**config.mk**
```make
export PLATFORM = sky130hd
export DESIGN_NAME = memory_space_decoder
export DESIGN_NICKNAME = d
export VERILOG_FILES = /design/src/region_decode.v /design/src/flash_guard.v /design/src/memory_space_decoder.v
export VERILOG_INCLUDE_DIRS = /design/src
export SDC_FILE = /design/constraint.sdc
export NUM_CORES = 1
export LEC_CHECK = 0
export CORE_AREA = 2 2 170 172
export CTS_BUF_LIST = sky130_fd_sc_hd__clkbuf_16
export CTS_CLUSTER_SIZE = 16
export DETAILED_ROUTE_END_ITERATION = 16
export DIE_AREA = 0 0 172 174
export DONT_BUFFER_PORTS = 1
export GPL_TIMING_DRIVEN = 0
export PLACE_DENSITY = 0.58
export SLEW_MARGIN = 0
export SYNTH_ARGS = -nofsm -noshare
export SYNTH_HDL_FRONTEND = slang
export SYNTH_SLANG_ARGS = --single-unit
```
**constraint.sdc**
```tcl
create_clock -name clk -period 5.7 [get_ports clk]
set_input_delay 0.57 -clock clk [delete_from_list [all_inputs] [get_ports clk]]
set_output_delay 0.57 -clock clk [all_outputs]
set_load 0.005 [all_outputs]
```
**src/memory_space_decoder_defines.vh**
```
// Address map, target codes and field positions for the memory space decoder.
// What this block does
// - 16 MB linear space, 64 KB segments, 16 KB pages.
// - Every location takes byte and word accesses.
// - Top 256 dual-port RAM bytes bit-addressable.
// - Active register bank words bit-addressable.
// - Data RAM, dual-port RAM and the E000, F000 and FE00 register areas in segment 0.
// - Reserved regions go to external bus when present.
// - Two 512-byte register areas at FE00 and F000.
// - Special registers are word wide.
// - Fetches go through the code fetch manager.
// - Data transfers go through the data transfer manager.
// - System bus lets both managers work concurrently.
// - Program RAM E00000-E03FFF, code side, write-protect section.
// - Data RAM A000-DFFF on its own lane.
// - Standby RAM 8 KB on its own lane.
// - Flash 64 KB at C40000, 256 KB at C00000.
// - Flash 4 KB sectors, 128-byte program blocks.
// - Sector 15 C0F000-C0FFFF reserved for internal use.
// - Flash reads 128-bit lines, error corrected.
// - Flash read protection, password unlocks temporarily.
// - Write protection per sector cluster.
`ifndef MEMORY_SPACE_DECODER_DEFINES_VH
`define MEMORY_SPACE_DECODER_DEFINES_VH
// *****************************************
// Target codes
// *****************************************
`define TGT_DRAM 4'h0
`define TGT_DUAL 4'h1
`define TGT_STBY 4'h2
`define TGT_SPEC 4'h3
`define TGT_EXTD 4'h4
`define TGT_XREG 4'h5
`define TGT_FLREG 4'h6
`define TGT_PERIPH 4'h7
`define TGT_EXT 4'h8
`define TGT_FLASH0 4'h9
`define TGT_FLASH1 4'hA
`define TGT_PRAM 4'hB
`define TGT_EPRAM 4'hC
`define TGT_FLRSV 4'hD
`define TGT_FIRST_CODE 4'h9
`define LANE_EXTBUS 3'h7
// *****************************************
// Region boundaries, 24-bit byte addresses
// *****************************************
`define FLREG_LO 24'hFFFF00
`define RSVD_HI_LO 24'hF00000
`define EPRAM_LO 24'hE80000
`define PRAM_LO 24'hE00000
`define PRAM_HI 24'hE03FFF
`define RSVD_FL_LO 24'hC50000
`define FLASH1_LO 24'hC40000
`define FLRSV_LO 24'hC0F000
`define FLRSV_HI 24'hC0FFFF
`define FLASH0_LO 24'hC00000
`define EXTMEM_LO 24'h400000
`define EXTIO_LO 24'h210000
`define STBY_LO 24'h20C000
`define STBY_HI 24'h20DFFF
`define PERIPH_HI 24'h20BBFF
`define PERIPH_LO 24'h200000
`define EXTLOW_LO 24'h010000
`define SPEC_LO 24'h00FE00
`define DUAL_LO 24'h00F600
`define DUAL_BIT_LO 24'h00FD00
`define RSVD_DU_LO 24'h00F200
`define EXTD_LO 24'h00F000
`define XREG_LO 24'h00E000
`define DRAM_LO 24'h00A000
`define RSVD_DR_LO 24'h008000
// *****************************************
// Field positions
// *****************************************
`define PRAM_OFS_MSB 13
`define BANK_BYTES 16'h0020
`endif

```
**src/region_decode.v**
```verilog
// Combinational mapping of a 24-bit address onto one target code.
`timescale 1ns/10ps
`default_nettype none
`include "memory_space_decoder_defines.vh"
module region_decode (
   input wire [23:0] addr,
   output reg [3:0] tgt
);
   // *****************************************
   // Priority chain
   // *****************************************
   // Tested from the top down, so each address takes exactly one branch.
   always @* begin
      if (addr >= `FLREG_LO) tgt = `TGT_FLREG;
      else if (addr >= `RSVD_HI_LO) tgt = `TGT_EXT;
      else if (addr >= `EPRAM_LO) tgt = `TGT_EPRAM;
      else if (addr >= `PRAM_LO) tgt = `TGT_PRAM;
      else if (addr >= `RSVD_FL_LO) tgt = `TGT_EXT;
      else if (addr >= `FLASH1_LO) tgt = `TGT_FLASH1;
      else if (addr >= `FLRSV_LO && addr <= `FLRSV_HI) tgt = `TGT_FLRSV;
      else if (addr >= `FLASH0_LO) tgt = `TGT_FLASH0;
      else if (addr >= `EXTIO_LO) tgt = `TGT_EXT;
      else if (addr >= `STBY_LO && addr <= `STBY_HI) tgt = `TGT_STBY;
      else if (addr >= `PERIPH_LO && addr <= `PERIPH_HI) tgt = `TGT_PERIPH;
      else if (addr >= `EXTLOW_LO) tgt = `TGT_EXT;
      else if (addr >= `SPEC_LO) tgt = `TGT_SPEC;
      else if (addr >= `DUAL_LO) tgt = `TGT_DUAL;
      else if (addr >= `RSVD_DU_LO) tgt = `TGT_EXT;
      else if (addr >= `EXTD_LO) tgt = `TGT_EXTD;
      else if (addr >= `XREG_LO) tgt = `TGT_XREG;
      else if (addr >= `DRAM_LO) tgt = `TGT_DRAM;
      else tgt = `TGT_EXT;
   end
endmodule
`default_nettype wire

```
**src/flash_guard.v**
```verilog
// Flash read lock, password unlock and cluster write protection.
`timescale 1ns/10ps
`default_nettype none
`include "memory_space_decoder_defines.vh"
module flash_guard (
   input wire clk,
   input wire rst_n,
   input wire pwStb,
   input wire [15:0] pwData,
   input wire [15:0] pwdWord0,
   input wire [15:0] pwdWord1,
   input wire relock,
   input wire rdProtEn,
   input wire isFlash1,
   input wire [23:0] flAddr,
   input wire [19:0] wpCluster,
   output wire rdBlock,
   output wire wpHit,
   output wire unlocked
);
   reg stage_r;
   reg unlocked_r;
   wire [6:0] sector;
   wire [4:0] cluster;
   // *****************************************
   // Password sequence
   // *****************************************
   // Two matching writes in a row unlock; any other write restarts.
   // A completed unlock in the relock cycle wins, so it is never lost.
   always @(posedge clk or negedge rst_n) begin
      if (!rst_n) begin
         stage_r <= 1'b0;
         unlocked_r <= 1'b0;
      end else begin
         if (pwStb) begin
            stage_r <= !stage_r && (pwData == pwdWord0);
         end
         if (pwStb && stage_r && pwData == pwdWord1) begin
            unlocked_r <= 1'b1;
         end else if (relock) begin
            unlocked_r <= 1'b0;
         end
      end
   end
   // Sectors of module 0 come first, those of module 1 follow at 64.
   assign sector = isFlash1 ? {3'b100, flAddr[15:12]}
                            : {1'b0, flAddr[17:12]};
   assign cluster = sector[6:2];
   assign wpHit = wpCluster[cluster] && !unlocked_r;
   assign rdBlock = rdProtEn && !unlocked_r;
   assign unlocked = unlocked_r;
endmodule
`default_nettype wire

```
**src/memory_space_decoder.v**
```verilog
// Top of the memory space decoder: two masters, code and data channels.
`timescale 1ns/10ps
`default_nettype none
`include "memory_space_decoder_defines.vh"
module memory_space_decoder (
   input wire clk,
   input wire rst_n,
   input wire hasExtBus,
   input wire [15:0] contextPtr,
   input wire rdProtEn,
   input wire [15:0] pwdWord0,
   input wire [15:0] pwdWord1,
   input wire relock,
   input wire [19:0] wpCluster,
   input wire [13:0] pramWpTop,
   input wire fReq,
   input wire [23:0] fAddr,
   output wire fRdy,
   output reg fValid_r,
   output reg [15:0] fData_r,
   output reg fErr_r,
   input wire dReq,
   input wire dWe,
   input wire dByte,
   input wire [23:0] dAddr,
   input wire [15:0] dWdata,
   output wire dRdy,
   output reg dValid_r,
   output reg [15:0] dRdata_r,
   output reg dErr_r,
   output reg dBitOk_r,
   output wire flashUnlocked,
   output reg [3:0] cSel_r,
   output reg [23:0] cAddr_r,
   output reg cWe_r,
   output reg [1:0] cBe_r,
   output reg [15:0] cWdata_r,
   input wire cAck,
   input wire [127:0] cLine,
   input wire cEccErr,
   output reg [7:0] xSel_r,
   output reg [23:0] xAddr_r,
   output reg xWe_r,
   output reg [1:0] xBe_r,
   output reg [15:0] xWdata_r,
   input wire xAck,
   input wire [15:0] xRdata
);
   // *****************************************
   // Local types
   // *****************************************
   localparam [1:0] ST_IDLE = 2'b00;
   localparam [1:0] ST_BUSY = 2'b01;
   localparam [1:0] ST_FAIL = 2'b10;
   localparam [1:0] ST_NULL = 2'b11;

   wire [3:0] fTgt;
   wire [3:0] dTgt;
   wire fCode;
   wire dCode;
   reg fBusy_r;
   reg dBusy_r;
   reg [1:0] cState_r;
   reg [1:0] cState_nxt;
   reg cOwnF_r;
   reg cByte_r;
   reg [1:0] xState_r;
   reg [1:0] xState_nxt;
   reg xOwnF_r;
   reg xByte_r;
   wire cGrantF;
   wire cGrantD;
   wire xGrantD;
   wire xGrantF;
   wire cGrant;
   wire xGrant;
   wire [23:0] cInAddr;
   wire [3:0] cInTgt;
   wire cInWe;
   wire cInByte;
   wire [23:0] xInAddr;
   wire [3:0] xInTgt;
   wire xInWe;
   wire xInByte;
   wire rdBlock;
   wire wpHit;
   wire cRefuse;
   wire xToBus;
   wire [2:0] xLane;
   wire [1:0] cLane;
   wire [15:0] cWord;
   wire [15:0] cResult;
   wire [15:0] xResult;
   wire cDone;
   wire xDone;
   wire bitOk;
   wire [15:0] bankOfs;

   // *****************************************
   // Address decode
   // *****************************************
   // One decoder per master, so both can be routed in the same cycle.
   region_decode fetchDecode (
      .addr(fAddr),
      .tgt(fTgt)
   );

   region_decode dataDecode (
      .addr(dAddr),
      .tgt(dTgt)
   );

   // Code-side targets sit at the top of the code space.
   assign fCode = fTgt >= `TGT_FIRST_CODE;
   assign dCode = dTgt >= `TGT_FIRST_CODE;

   // *****************************************
   // Channel arbitration
   // *****************************************
   // The code channel favours fetches and the data channel favours data,
   // so each master keeps its own path fast and only crossings wait.
   assign cGrantF = fReq && !fBusy_r && fCode && cState_r == ST_IDLE;
   assign cGrantD = dReq && !dBusy_r && dCode && cState_r == ST_IDLE
                    && !cGrantF;
   assign xGrantD = dReq && !dBusy_r && !dCode
                    && xState_r == ST_IDLE;
   assign xGrantF = fReq && !fBusy_r && !fCode && xState_r == ST_IDLE
                    && !xGrantD;
   assign cGrant = cGrantF || cGrantD;
   assign xGrant = xGrantD || xGrantF;
   assign fRdy = cGrantF || xGrantF;
   assign dRdy = cGrantD || xGrantD;

   // Request fields as seen by each channel; fetches are word reads.
   assign cInAddr = cGrantF ? fAddr : dAddr;
   assign cInTgt = cGrantF ? fTgt : dTgt;
   assign cInWe = cGrantD && dWe;
   assign cInByte = cGrantD && dByte;
   assign xInAddr = xGrantF ? fAddr : dAddr;
   assign xInTgt = xGrantF ? fTgt : dTgt;
   assign xInWe = xGrantD && dWe;
   assign xInByte = xGrantD && dByte;

   // *****************************************
   // Flash protection
   // *****************************************
   // Password words arrive as data writes to the flash register page.
   flash_guard guard (
      .clk(clk),
      .rst_n(rst_n),
      .pwStb(xGrantD && dWe && dTgt == `TGT_FLREG),
      .pwData(dWdata),
      .pwdWord0(pwdWord0),
      .pwdWord1(pwdWord1),
      .relock(relock),
      .rdProtEn(rdProtEn),
      .isFlash1(cInTgt == `TGT_FLASH1),
      .flAddr(cInAddr),
      .wpCluster(wpCluster),
      .rdBlock(rdBlock),
      .wpHit(wpHit),
      .unlocked(flashUnlocked)
   );

   // Refused code requests reach no target. Fetches from a locked
   // flash stay legal so the program keeps running.
   assign cRefuse = cInTgt == `TGT_FLRSV
      || (cGrantD && !dWe && rdBlock
          && (cInTgt == `TGT_FLASH0 || cInTgt == `TGT_FLASH1))
      || (cInWe && wpHit
          && (cInTgt == `TGT_FLASH0 || cInTgt == `TGT_FLASH1))
      || (cInWe && cInTgt == `TGT_PRAM
          && cInAddr[`PRAM_OFS_MSB:0] < pramWpTop);

   // *****************************************
   // Lane selection
   // *****************************************
   // On-chip targets always answer; external areas only with a bus.
   assign xToBus = xInTgt != `TGT_EXT || hasExtBus;
   assign xLane = xInTgt == `TGT_EXT ? `LANE_EXTBUS : xInTgt[2:0];
   assign cLane = cInTgt[1:0] - 2'b01;

   // *****************************************
   // Code channel state
   // *****************************************
   always @* begin
      cState_nxt = cState_r;
      case (cState_r)
         ST_IDLE: begin
            if (cGrant) begin
               cState_nxt = cRefuse ? ST_FAIL : ST_BUSY;
            end
         end
         ST_BUSY: begin
            if (cAck) begin
               cState_nxt = ST_IDLE;
            end
         end
         ST_FAIL: begin
            cState_nxt = ST_IDLE;
         end
         default: begin
            cState_nxt = ST_IDLE;
         end
      endcase
   end

   // Target strobes are held from grant until the acknowledge.
   always @(posedge clk or negedge rst_n) begin
      if (!rst_n) begin
         cState_r <= ST_IDLE;
         cOwnF_r <= 1'b0;
         cByte_r <= 1'b0;
         cSel_r <= 4'h0;
         cAddr_r <= 24'h000000;
         cWe_r <= 1'b0;
         cBe_r <= 2'h0;
         cWdata_r <= 16'h0000;
      end else begin
         cState_r <= cState_nxt;
         if (cGrant) begin
            cOwnF_r <= cGrantF;
            cByte_r <= cInByte;
            cAddr_r <= cInAddr;
            cWe_r <= cInWe;
            cBe_r <= cInByte ? (cInAddr[0] ? 2'b10 : 2'b01) : 2'b11;
            cWdata_r <= cInByte ? {dWdata[7:0], dWdata[7:0]} : dWdata;
            if (!cRefuse) begin
               cSel_r <= 4'h1 << cLane;
            end
         end else if (cState_r == ST_BUSY && cAck) begin
            cSel_r <= 4'h0;
         end
      end
   end

   // *****************************************
   // Data channel state
   // *****************************************
   always @* begin
      xState_nxt = xState_r;
      case (xState_r)
         ST_IDLE: begin
            if (xGrant) begin
               xState_nxt = xToBus ? ST_BUSY : ST_NULL;
            end
         end
         ST_BUSY: begin
            if (xAck) begin
               xState_nxt = ST_IDLE;
            end
         end
         ST_NULL: begin
            xState_nxt = ST_IDLE;
         end
         default: begin
            xState_nxt = ST_IDLE;
         end
      endcase
   end

   // Without an external bus a stray access drives no lane, so no
   // on-chip memory is hit.
   always @(posedge clk or negedge rst_n) begin
      if (!rst_n) begin
         xState_r <= ST_IDLE;
         xOwnF_r <= 1'b0;
         xByte_r <= 1'b0;
         xSel_r <= 8'h00;
         xAddr_r <= 24'h000000;
         xWe_r <= 1'b0;
         xBe_r <= 2'h0;
         xWdata_r <= 16'h0000;
      end else begin
         xState_r <= xState_nxt;
         if (xGrant) begin
            xOwnF_r <= xGrantF;
            xByte_r <= xInByte;
            xAddr_r <= xInAddr;
            xWe_r <= xInWe;
            xBe_r <= xInByte ? (xInAddr[0] ? 2'b10 : 2'b01) : 2'b11;
            xWdata_r <= xInByte ? {dWdata[7:0], dWdata[7:0]} : dWdata;
            if (xInTgt != `TGT_EXT || hasExtBus) begin
               xSel_r <= 8'h01 << xLane;
            end
         end else if (xState_r == ST_BUSY && xAck) begin
            xSel_r <= 8'h00;
         end
      end
   end

   // *****************************************
   // Read data shaping
   // *****************************************
   // The flash hands over a whole 128-bit line; the word is picked here.
   assign cWord = cLine[{cAddr_r[3:1], 4'h0} +: 16];
   // Byte reads always land in the low lane with the high byte zero.
   assign cResult = !cByte_r ? cWord
                  : {8'h00, cAddr_r[0] ? cWord[15:8] : cWord[7:0]};
   assign xResult = !xByte_r ? xRdata
                  : {8'h00, xAddr_r[0] ? xRdata[15:8] : xRdata[7:0]};
   assign cDone = (cState_r == ST_BUSY && cAck) || cState_r == ST_FAIL;
   assign xDone = (xState_r == ST_BUSY && xAck) || xState_r == ST_NULL;

   // *****************************************
   // Bit addressing
   // *****************************************
   // The active register bank may sit anywhere inside the dual-port RAM.
   assign bankOfs = dAddr[15:0] - contextPtr;
   assign bitOk = dTgt == `TGT_SPEC || dTgt == `TGT_EXTD
      || (dTgt == `TGT_DUAL && dAddr >= `DUAL_BIT_LO)
      || (dTgt == `TGT_DUAL && dAddr[15:0] >= contextPtr
          && bankOfs < `BANK_BYTES);

   // *****************************************
   // Answers to the masters
   // *****************************************
   // One transfer per master in flight, so two channels never
   // complete for one master in one cycle.
   always @(posedge clk or negedge rst_n) begin
      if (!rst_n) begin
         fBusy_r <= 1'b0;
         fValid_r <= 1'b0;
         fData_r <= 16'h0000;
         fErr_r <= 1'b0;
      end else begin
         fValid_r <= 1'b0;
         if (fRdy) begin
            fBusy_r <= 1'b1;
         end
         if (cDone && cOwnF_r) begin
            fBusy_r <= 1'b0;
            fValid_r <= 1'b1;
            fData_r <= cState_r == ST_FAIL ? 16'h0000 : cResult;
            fErr_r <= cState_r == ST_FAIL || cEccErr;
         end else if (xDone && xOwnF_r) begin
            fBusy_r <= 1'b0;
            fValid_r <= 1'b1;
            fData_r <= xState_r == ST_NULL ? 16'h0000 : xResult;
            fErr_r <= 1'b0;
         end
      end
   end

   // Data results; a null completion reads zero and reports no error.
   always @(posedge clk or negedge rst_n) begin
      if (!rst_n) begin
         dBusy_r <= 1'b0;
         dValid_r <= 1'b0;
         dRdata_r <= 16'h0000;
         dErr_r <= 1'b0;
         dBitOk_r <= 1'b0;
      end else begin
         dValid_r <= 1'b0;
         if (dRdy) begin
            dBusy_r <= 1'b1;
            dBitOk_r <= bitOk;
         end
         if (cDone && !cOwnF_r) begin
            dBusy_r <= 1'b0;
            dValid_r <= 1'b1;
            dRdata_r <= cState_r == ST_FAIL ? 16'h0000 : cResult;
            dErr_r <= cState_r == ST_FAIL || cEccErr;
         end else if (xDone && !xOwnF_r) begin
            dBusy_r <= 1'b0;
            dValid_r <= 1'b1;
            dRdata_r <= xState_r == ST_NULL ? 16'h0000 : xResult;
            dErr_r <= 1'b0;
         end
      end
   end
endmodule
`default_nettype wire

```
==> summary.md, run 1 <==
| Metric | Value |
|---|---|
| Status | finished, final reports clean |
| Pre-CTS WS | -0.3967 ns |
| Non-filler cells, final | 1480 |
| Post-DR wirelength/cell | 25.93 µm |
| IO Pins | 440 |
| Critical path required time | 6.00 ns |
| Top delay family on crit path | compound AO/OA/AOI/OAI gates |
| Max Fanout on Critical Path | 10 |
| First-pass GRT wire length | 55820 µm |
| Crit. End Element | flip-flop |
| Minimum clock period | 5.249 ns |
| Vias in the first global route | 8581 |
| Slowest cell on crit path | clkbuf_1 |
| CTS clk-pin slew, worst paths | ~0.06 ns |
| Yosys Warn Count | 0 |
| IO Port Bufs | 0 |
| Syn nets | 1389 |
| Setup_tns | 0 ns |
| Worst-margin pin slew | 0.9386 ns |
| Root buf cell | clkbuf_16 |
| Clock Latency Late Sink | between 0.4 and 0.5 ns |
| Starting DRT DRC Count | 707 |
| Die H | ~170 µm |
| Bufs and invs on worst path | 2 |
| Sequential share of the synthesized area | 36.99% |
| CTS HTree Levels | 4 |
| Final setup margin | 0.4510 ns |
| Antenna violations before repair | 8 |
| Synth-to-Final Area Change | 11.44% |
| Layout filler cell count | 2885 |
| R2R Setup Slk | 0.46 ns |
| Max Clock Freq | between 150 and 200 MHz |
| Dominant cell type by area after synthesis | dfrtp_1 |
| Cts bufs inserted | 17 |
| CTS resizes | 0 |
| Via density | between 5 and 6 |
| Detailed Route WL | 38370 µm |
| Grt total ovfl | 0 |
| Overall power | slightly above 5 mW |
| CP max stage delay | just over 0.5 ns |
| Syn Std Cell Area | 9946 µm² |
| Die X-Extent | between 150 and 200 µm |
| Starting Density | 35.22% |
| RSZ-0062 raised after global routing | false |
| Fin crit share | just over 90% |
| Final Skew | 0.01746 ns |
| Core ar. | 28240 µm² |
| Full die area | 29930 µm² |
| Placed cell count | between 1000 and 1500 |
| Setup CP Type | primary input to flip-flop |
| EDFF count, synth | 0 |
| DP HPWL | 30410 µm |
| Top cell type's share of synthesized area | 36.99% |
| Cells after synthesis | between 1000 and 1500 |
| All-layer global routing usage | approximately a quarter |
| Post-synthesis cell type count | 84 |
| Row count | 62 |
| Crit-path cells | clkbuf_1 -> a41oi_1 -> nor2_1 -> o21ai_1 -> nor2_2 -> nand3_2 -> nand2_1 -> clkbuf_1 -> nand2_1 -> nand2_1 -> ha_1 -> a21o_1 -> a21o_1 -> a21oi_1 -> nor2_1 -> a2111oi_0 -> nor2_1 -> a2111o_1 -> o31a_1 -> o21ai_0 -> a21oi_2 -> mux2i_1 |
| Final setup violation count | 0 |
| Startpoint type of the worst setup path | primary input |
| Final Max Slew Viols | 0 |
| Max transition margin | about 37% |
| Routed via count | 8780 |
| Synthesized area per cell | 9.401 µm² |
| Design Area, Final | 11080 µm² |
| Top FF cell, synth | dfrtp_1 |
| Final Hold Fails | 0 |
| Layout Nets | about 1400 |
| Largest net degree at the start of global routing | 148 |
| Clk buf depth | 2 |
| Async S/R FF share, synth | 100.0% |
| CTS tree | built |
| Max-cap check violation count | 0 |
| Share of cells above drive strength 1 | about an eighth |
| DRT Pass-1 Iters | 8 |
| Commonest cells in the netlist | dfrtp_1 (147), nand2_1 (143), inv_1 (67), nor2_1 (67), a21oi_1 (58) |
| GP Congestion | 0.9303 |
| Number of synthesized register bits | 147 |
| Antenna viol nets, final | 0 |
| Most frequent cell after synthesis | dfrtp_1 |
| Peak supply drop | roughly 0.00015 V |
| Arr. time, crit path | 5.55 ns |
| Worst Hold Class | primary input to async pin |
| Lkg Pwr | a little under 5 nW |
| Pwr/cell area | 457.9 nW/µm² |
| Clk sinks | 147 |
| Synth top area cells | dfrtp_1 (37%), mux4_2 (7.2%), nand2_1 (5.4%) |
| Post-DP Area | 10440 µm² |
| Remaining DRCs | 0 |
==> path summary, 6_finish.rpt <==
check / start / to / depth (start not counted)
worst min register to register: dErr_r / dErr_r / 2
worst max-delay path: fAddr[14] / cSel_r[2] / 22
worst max register to register: cState_r[0] / cSel_r[2] / 19
worst min-delay path: rst_n / fErr_r / 1
max in group asynchronous: rst_n / cAddr_r[11] / 1
min in group clk: hasExtBus / xState_r[1] / 1
==> power by group <==
part	switching, mW	leakage, nW	internal, mW	total (mW)
clock network	0.555	0.287	0.591	1.15
logic	1.13	2.80	0.865	1.99
registers	0.441	1.81	1.49	1.94
==> metrics by stage <==
stage | hold WS, ns | util (%)
detailed placement | 0.2893 | 36.97
global route | 0.1838 | 39.25
global placement | 0.2839 | 36.92
finish | 0.1172 | 39.25
floorplan | 0.2744 | -
CTS | 0.1899 | 39.13
==> cells in the final DEF, fill, tap and decap left out, types with 8 or more instances in the layout <==
| cell type | n |
|---|---|
| inv_1 | 67 |
| nand3_1 | 44 |
| a221o_1 | 19 |
| buf_1 | 11 |
| xnor2_1 | 20 |
| a222oi_1 | 23 |
| nor2_1 | 67 |
| nor3_1 | 10 |
| ha_1 | 29 |
| buf_2 | 10 |
| nor2b_1 | 16 |
| mux2_2 | 37 |
| or2_2 | 8 |
| and2_1 | 12 |
| and3_1 | 12 |
| xor2_1 | 15 |
| a21oi_1 | 58 |
| a211oi_1 | 14 |
| mux2i_1 | 42 |
| nand2_1 | 143 |
| clkbuf_1 | 35 |
| mux4_2 | 32 |
| nand4_1 | 16 |
| clkbuf_16 | 17 |
| a21o_1 | 8 |
| dfrtp_1 | 147 |
| a31oi_1 | 10 |
| o21ai_0 | 42 |
==> flip-flops by register name (all words and copies together) (netlist names), 2 cells and up <==
signal,cells
dRdata_r,16
xWdata_r,16
xAddr_r,24
cAddr_r,24
xSel_r,8
fData_r,16
xState_r,2
cWdata_r,16
cSel_r,4
cState_r,2
xBe_r,2
cBe_r,2
==> cell families after synthesis <==
kind of cell | count (synthesis) | synth area share (%)
compound gates | 243 | 17.83
xor+xnor | 35 | 3.082
fa+ha+maj | 29 | 3.648
buf+inv | 125 | 4.856
flops | 147 | 36.99
mux | 111 | 15.66
simple gates | 368 | 17.94
==> repair_timing <==
action | in CTS | in global routing
setup endpoints to repair | 4 | 4
hold buffers | 1 | 0
hold endpoints to repair | 147 | 0
buffers inserted | 0 | 4
==> final cells by class <==
class                           instances  area (µm²)  share of cell area (%)
Tap cell                              384       480.5                   4.335
Timing Repair Buffer                    5       57.56                  0.5193
Buffer                                 57       227.7                   2.055
Antenna cell                            2       5.005                 0.04516
Clock buffer                           17       425.4                   3.838
Inverter                               67       251.5                   2.269
Multi-Input combinational cell        786        5797                   52.30
Sequential cell                       147        3679                   33.19
Clock inverter                         15       160.2                   1.445
==> metal layers <==
metal | track usage (%) | wire (µm)
met1 | 34.07 | 16340
met2 | 37.82 | 17120
met3 | 8.971 | 4025
met4 | 7.108 | 805
met5 | 0 | 77
Power figures use the tool's default switching activity.
==> inputs of run 2 (changes only) <==
PLACE_DENSITY = default   (was 0.58)
PLACE_DENSITY_LB_ADDON = 0.08   (was default)
SETUP_SLACK_MARGIN = 0.1   (was default)
==> summary.md, run 2 (synthesized netlist as in run 1, its figures left out) <==
| Metric | Value |
|---|---|
| Die X-Extent | 172 µm (unchanged) |
| Minimum clock period | 5.322 ns (was 5.249 ns) |
| Fin crit share | 93.37% (was 92.09%) |
| Startpoint type of the worst setup path | primary input (unchanged) |
| Antenna viol nets, final | 0 (unchanged) |
| Final setup margin | 0.3779 ns (was 0.4510 ns) |
| GP Congestion | 0.8928 (was 0.9303) |
| Max transition margin | 33.94% (was 36.63%) |
| Detailed Route WL | 39330 µm (was 38370 µm) |
| IO Port Bufs | 0 (unchanged) |
| Largest net degree at the start of global routing | 148 (unchanged) |
| Final Max Slew Viols | 0 (unchanged) |
| Overall power | 5.058 mW (was 5.075 mW) |
| Root buf cell | clkbuf_16 (unchanged) |
| Max Clock Freq | 187.9 MHz (was 190.5 MHz) |
| Worst Hold Class | primary input to async pin (unchanged) |
| Clock Latency Late Sink | 0.43 ns (about the same) |
| Lkg Pwr | 4.902 nW (was 4.899 nW) |
| IO Pins | 440 (unchanged) |
| Full die area | 29930 µm² (unchanged) |
| DRT Pass-1 Iters | 5 (was 8) |
| Peak supply drop | 0.0001596 V (was 0.0001542 V) |
| First-pass GRT wire length | 57220 µm (was 55820 µm) |
| Post-DR wirelength/cell | 26.59 µm (was 25.93 µm) |
| Final Hold Fails | 0 (unchanged) |
| Setup CP Type | primary input to flip-flop (unchanged) |
| Starting Density | 35.22% (unchanged) |
| Crit path from | fAddr[14] (unchanged) |
| Die H | 174 µm (unchanged) |
| Starting DRT DRC Count | 655 (was 707) |
| CTS clk-pin slew, worst paths | 0.07 ns (was 0.06 ns) |
| Antenna cell count | 0 (was 2) |
| Grt total ovfl | 0 (unchanged) |
| Max-cap check violation count | 0 (unchanged) |
| Pre-CTS WS | -0.4138 ns (was -0.3967 ns) |
| CTS HTree Levels | 4 (unchanged) |
| Crit-path cells | buf_1 -> and4b_1 -> a2111oi_0 -> o21bai_1 -> nand2_1 -> a31oi_4 -> clkbuf_2 -> clkbuf_2 -> nand2_1 -> nand2_1 -> ha_1 -> a21o_1 -> a21o_1 -> a21oi_1 -> nor2_1 -> a2111oi_0 -> nor2_1 -> a2111o_1 -> o31a_1 -> o21ai_0 -> a21oi_2 -> mux2i_1 (was clkbuf_1 -> a41oi_1 -> nor2_1 -> o21ai_1 -> nor2_2 -> nand3_2 -> nand2_1 -> clkbuf_1 -> nand2_1 -> nand2_1 -> ha_1 -> a21o_1 -> a21o_1 -> a21oi_1 -> nor2_1 -> a2111oi_0 -> nor2_1 -> a2111o_1 -> o31a_1 -> o21ai_0 -> a21oi_2 -> mux2i_1) |
| Bufs and invs on worst path | 3 (was 2) |
| Routed via count | 8672 (was 8780) |
| Critical path required time | 6.00 ns (about the same) |
| Top delay family on crit path | compound AO/OA/AOI/OAI gates (unchanged) |
| Leading registers by flop count | cAddr_r (24), xAddr_r (24) (unchanged) |
| Most frequent CP cell | nand2_1 |
| All-layer global routing usage | 25.84% (was 25.14%) |
| Antenna violations before repair | 4 (was 8) |
| Worst r2r src | cState_r[0] (unchanged) |
| Commonest non-fill, non-tap cell in the layout | dfrtp_1 (unchanged) |
| Via density | 5.863 (was 5.932) |
| Most used cells in the layout excluding fill and tap cells | dfrtp_1 (147), nand2_1 (143), inv_1 (68) (was dfrtp_1 (147), nand2_1 (143), nor2_1 (67), inv_1 (67), a21oi_1 (58)) |
| CTS tree | built (unchanged) |
| Worst-margin pin slew | 0.9889 ns (was 0.9386 ns) |
| Final setup violation count | 0 (unchanged) |
| Share of cells above drive strength 1 | 13.42% (was 13.16%) |
| Vias in the first global route | 8721 (was 8581) |
| Slowest cell on crit path | a2111o_1 (was clkbuf_1) |
| Final Skew | 0.01599 ns (was 0.01746 ns) |
| CP max stage delay | 0.44 ns (was 0.51 ns) |
| Layout Nets | 1413 (was 1412) |
| Clk sinks | 147 (unchanged) |
| RSZ-0062 raised after global routing | false (unchanged) |
| Crit. End Element | flip-flop (unchanged) |
| Synth-to-Final Area Change | 11.37% (was 11.44%) |
| Arr. time, crit path | 5.62 ns (was 5.55 ns) |
| Row count | 62 (unchanged) |
| Remaining DRCs | 0 (unchanged) |
| DP HPWL | 31280 µm (was 30410 µm) |
| Cts bufs inserted | 17 (unchanged) |
| Clk buf depth | 2 (unchanged) |
| Status | finished, final reports clean (unchanged) |
| Core ar. | 28240 µm² (unchanged) |
| Pwr/cell area | 456.6 nW/µm² (was 457.9 nW/µm²) |
| Max Fanout on Critical Path | 10 (unchanged) |
| Layout filler cell count | 2882 (was 2885) |
-- run 2: changes by cell type in the layout (fill, tap and decap cells not counted), moves of 2 or more --
cell        delta
clkbuf_1       -3
clkinv_8       -2
clkinvlp_4     +2
diode_2        -2
clkbuf_2       +3
inv_8          -4
-- run 2: path summary, 6_finish.rpt --
path | to | slack [ns] | depth (start not counted)
max in group asynchronous | cWe_r | 4.92 | 1
min | xAddr_r[17] | 0.1 | 1
max reg2reg | cSel_r[1] | 0.52 | 20
max | cSel_r[1] | 0.38 | 22
min reg2reg | dErr_r | 0.51 | 2
min in group clk | xState_r[1] | 0.23 | 1
-- run 2: final cells by class --
| cell class | instances | area (µm²) | area share [%] |
|---|---|---|---|
| multi-input cells | 786 | 5803 | 52.39 |
| flip-flops and latches | 147 | 3679 | 33.21 |
| well taps | 384 | 480.5 | 4.338 |
| clock buffers | 17 | 425.4 | 3.840 |
| inverters | 67 | 251.5 | 2.270 |
| plain buffers | 58 | 235.2 | 2.124 |
| clock inverters | 15 | 145.1 | 1.310 |
| repair buffers | 5 | 57.56 | 0.5196 |
-- run 2: metrics by stage --
stage	cell area, µm²	setup TNS (ns)	hold slack [ns]	std cells	util, %
2_1_floorplan	9946	0	0.2744	1058	-
3_3_place_gp	10430	-2.484	0.2863	1442	36.92
3_5_place_dp	10440	-1.904	0.2823	1442	36.97
4_1_cts	11040	0	0.1983	1475	39.09
5_1_grt	11080	0	0.1955	1479	39.23
6_report	11080	0	0.09693	1479	39.23
-- run 2: power breakdown --
group | switching [mW] | internal [mW] | total, mW | leakage (nW)
Clock | 0.510 | 0.614 | 1.12 | 0.277
Combinational | 1.11 | 0.867 | 1.98 | 2.82
Sequential | 0.459 | 1.50 | 1.95 | 1.81
-- run 2: worst reg2reg max path, cell delays in order, from the launching register on --
cell and delay (ns):
dfrtp_1 0.42, nor4b_2 0.35, o41a_1 0.24, nand2_1 0.22, a31oi_4 0.36, clkbuf_2 0.34, clkbuf_2 0.31, nand2_1 0.08
nand2_1 0.12, ha_1 0.27, a21o_1 0.17, a21o_1 0.17, a21oi_1 0.15, nor2_1 0.06, a2111oi_0 0.40, nor2_1 0.10
a2111o_1 0.44, o31a_1 0.29, o21ai_0 0.30, a21oi_2 0.13, mux2i_1 0.14
-- run 2: metal layers --
layer,global-route usage [%],vias up,routed length [µm]
met1,36.13,4256,17480
li1,-,3954,-
met4,5.532,8,588
met3,9.221,39,4120
met5,0,-,39
met2,38.40,415,17100
-- run 2: what timing repair did --
action,CTS,global route
gates resized for setup,1,6
setup buffers,0,4
hold buffers,1,0
pin swaps,0,0
gates cloned,0,0
hold endpoints to repair,147,0
endpoints found under the setup margin,5,5
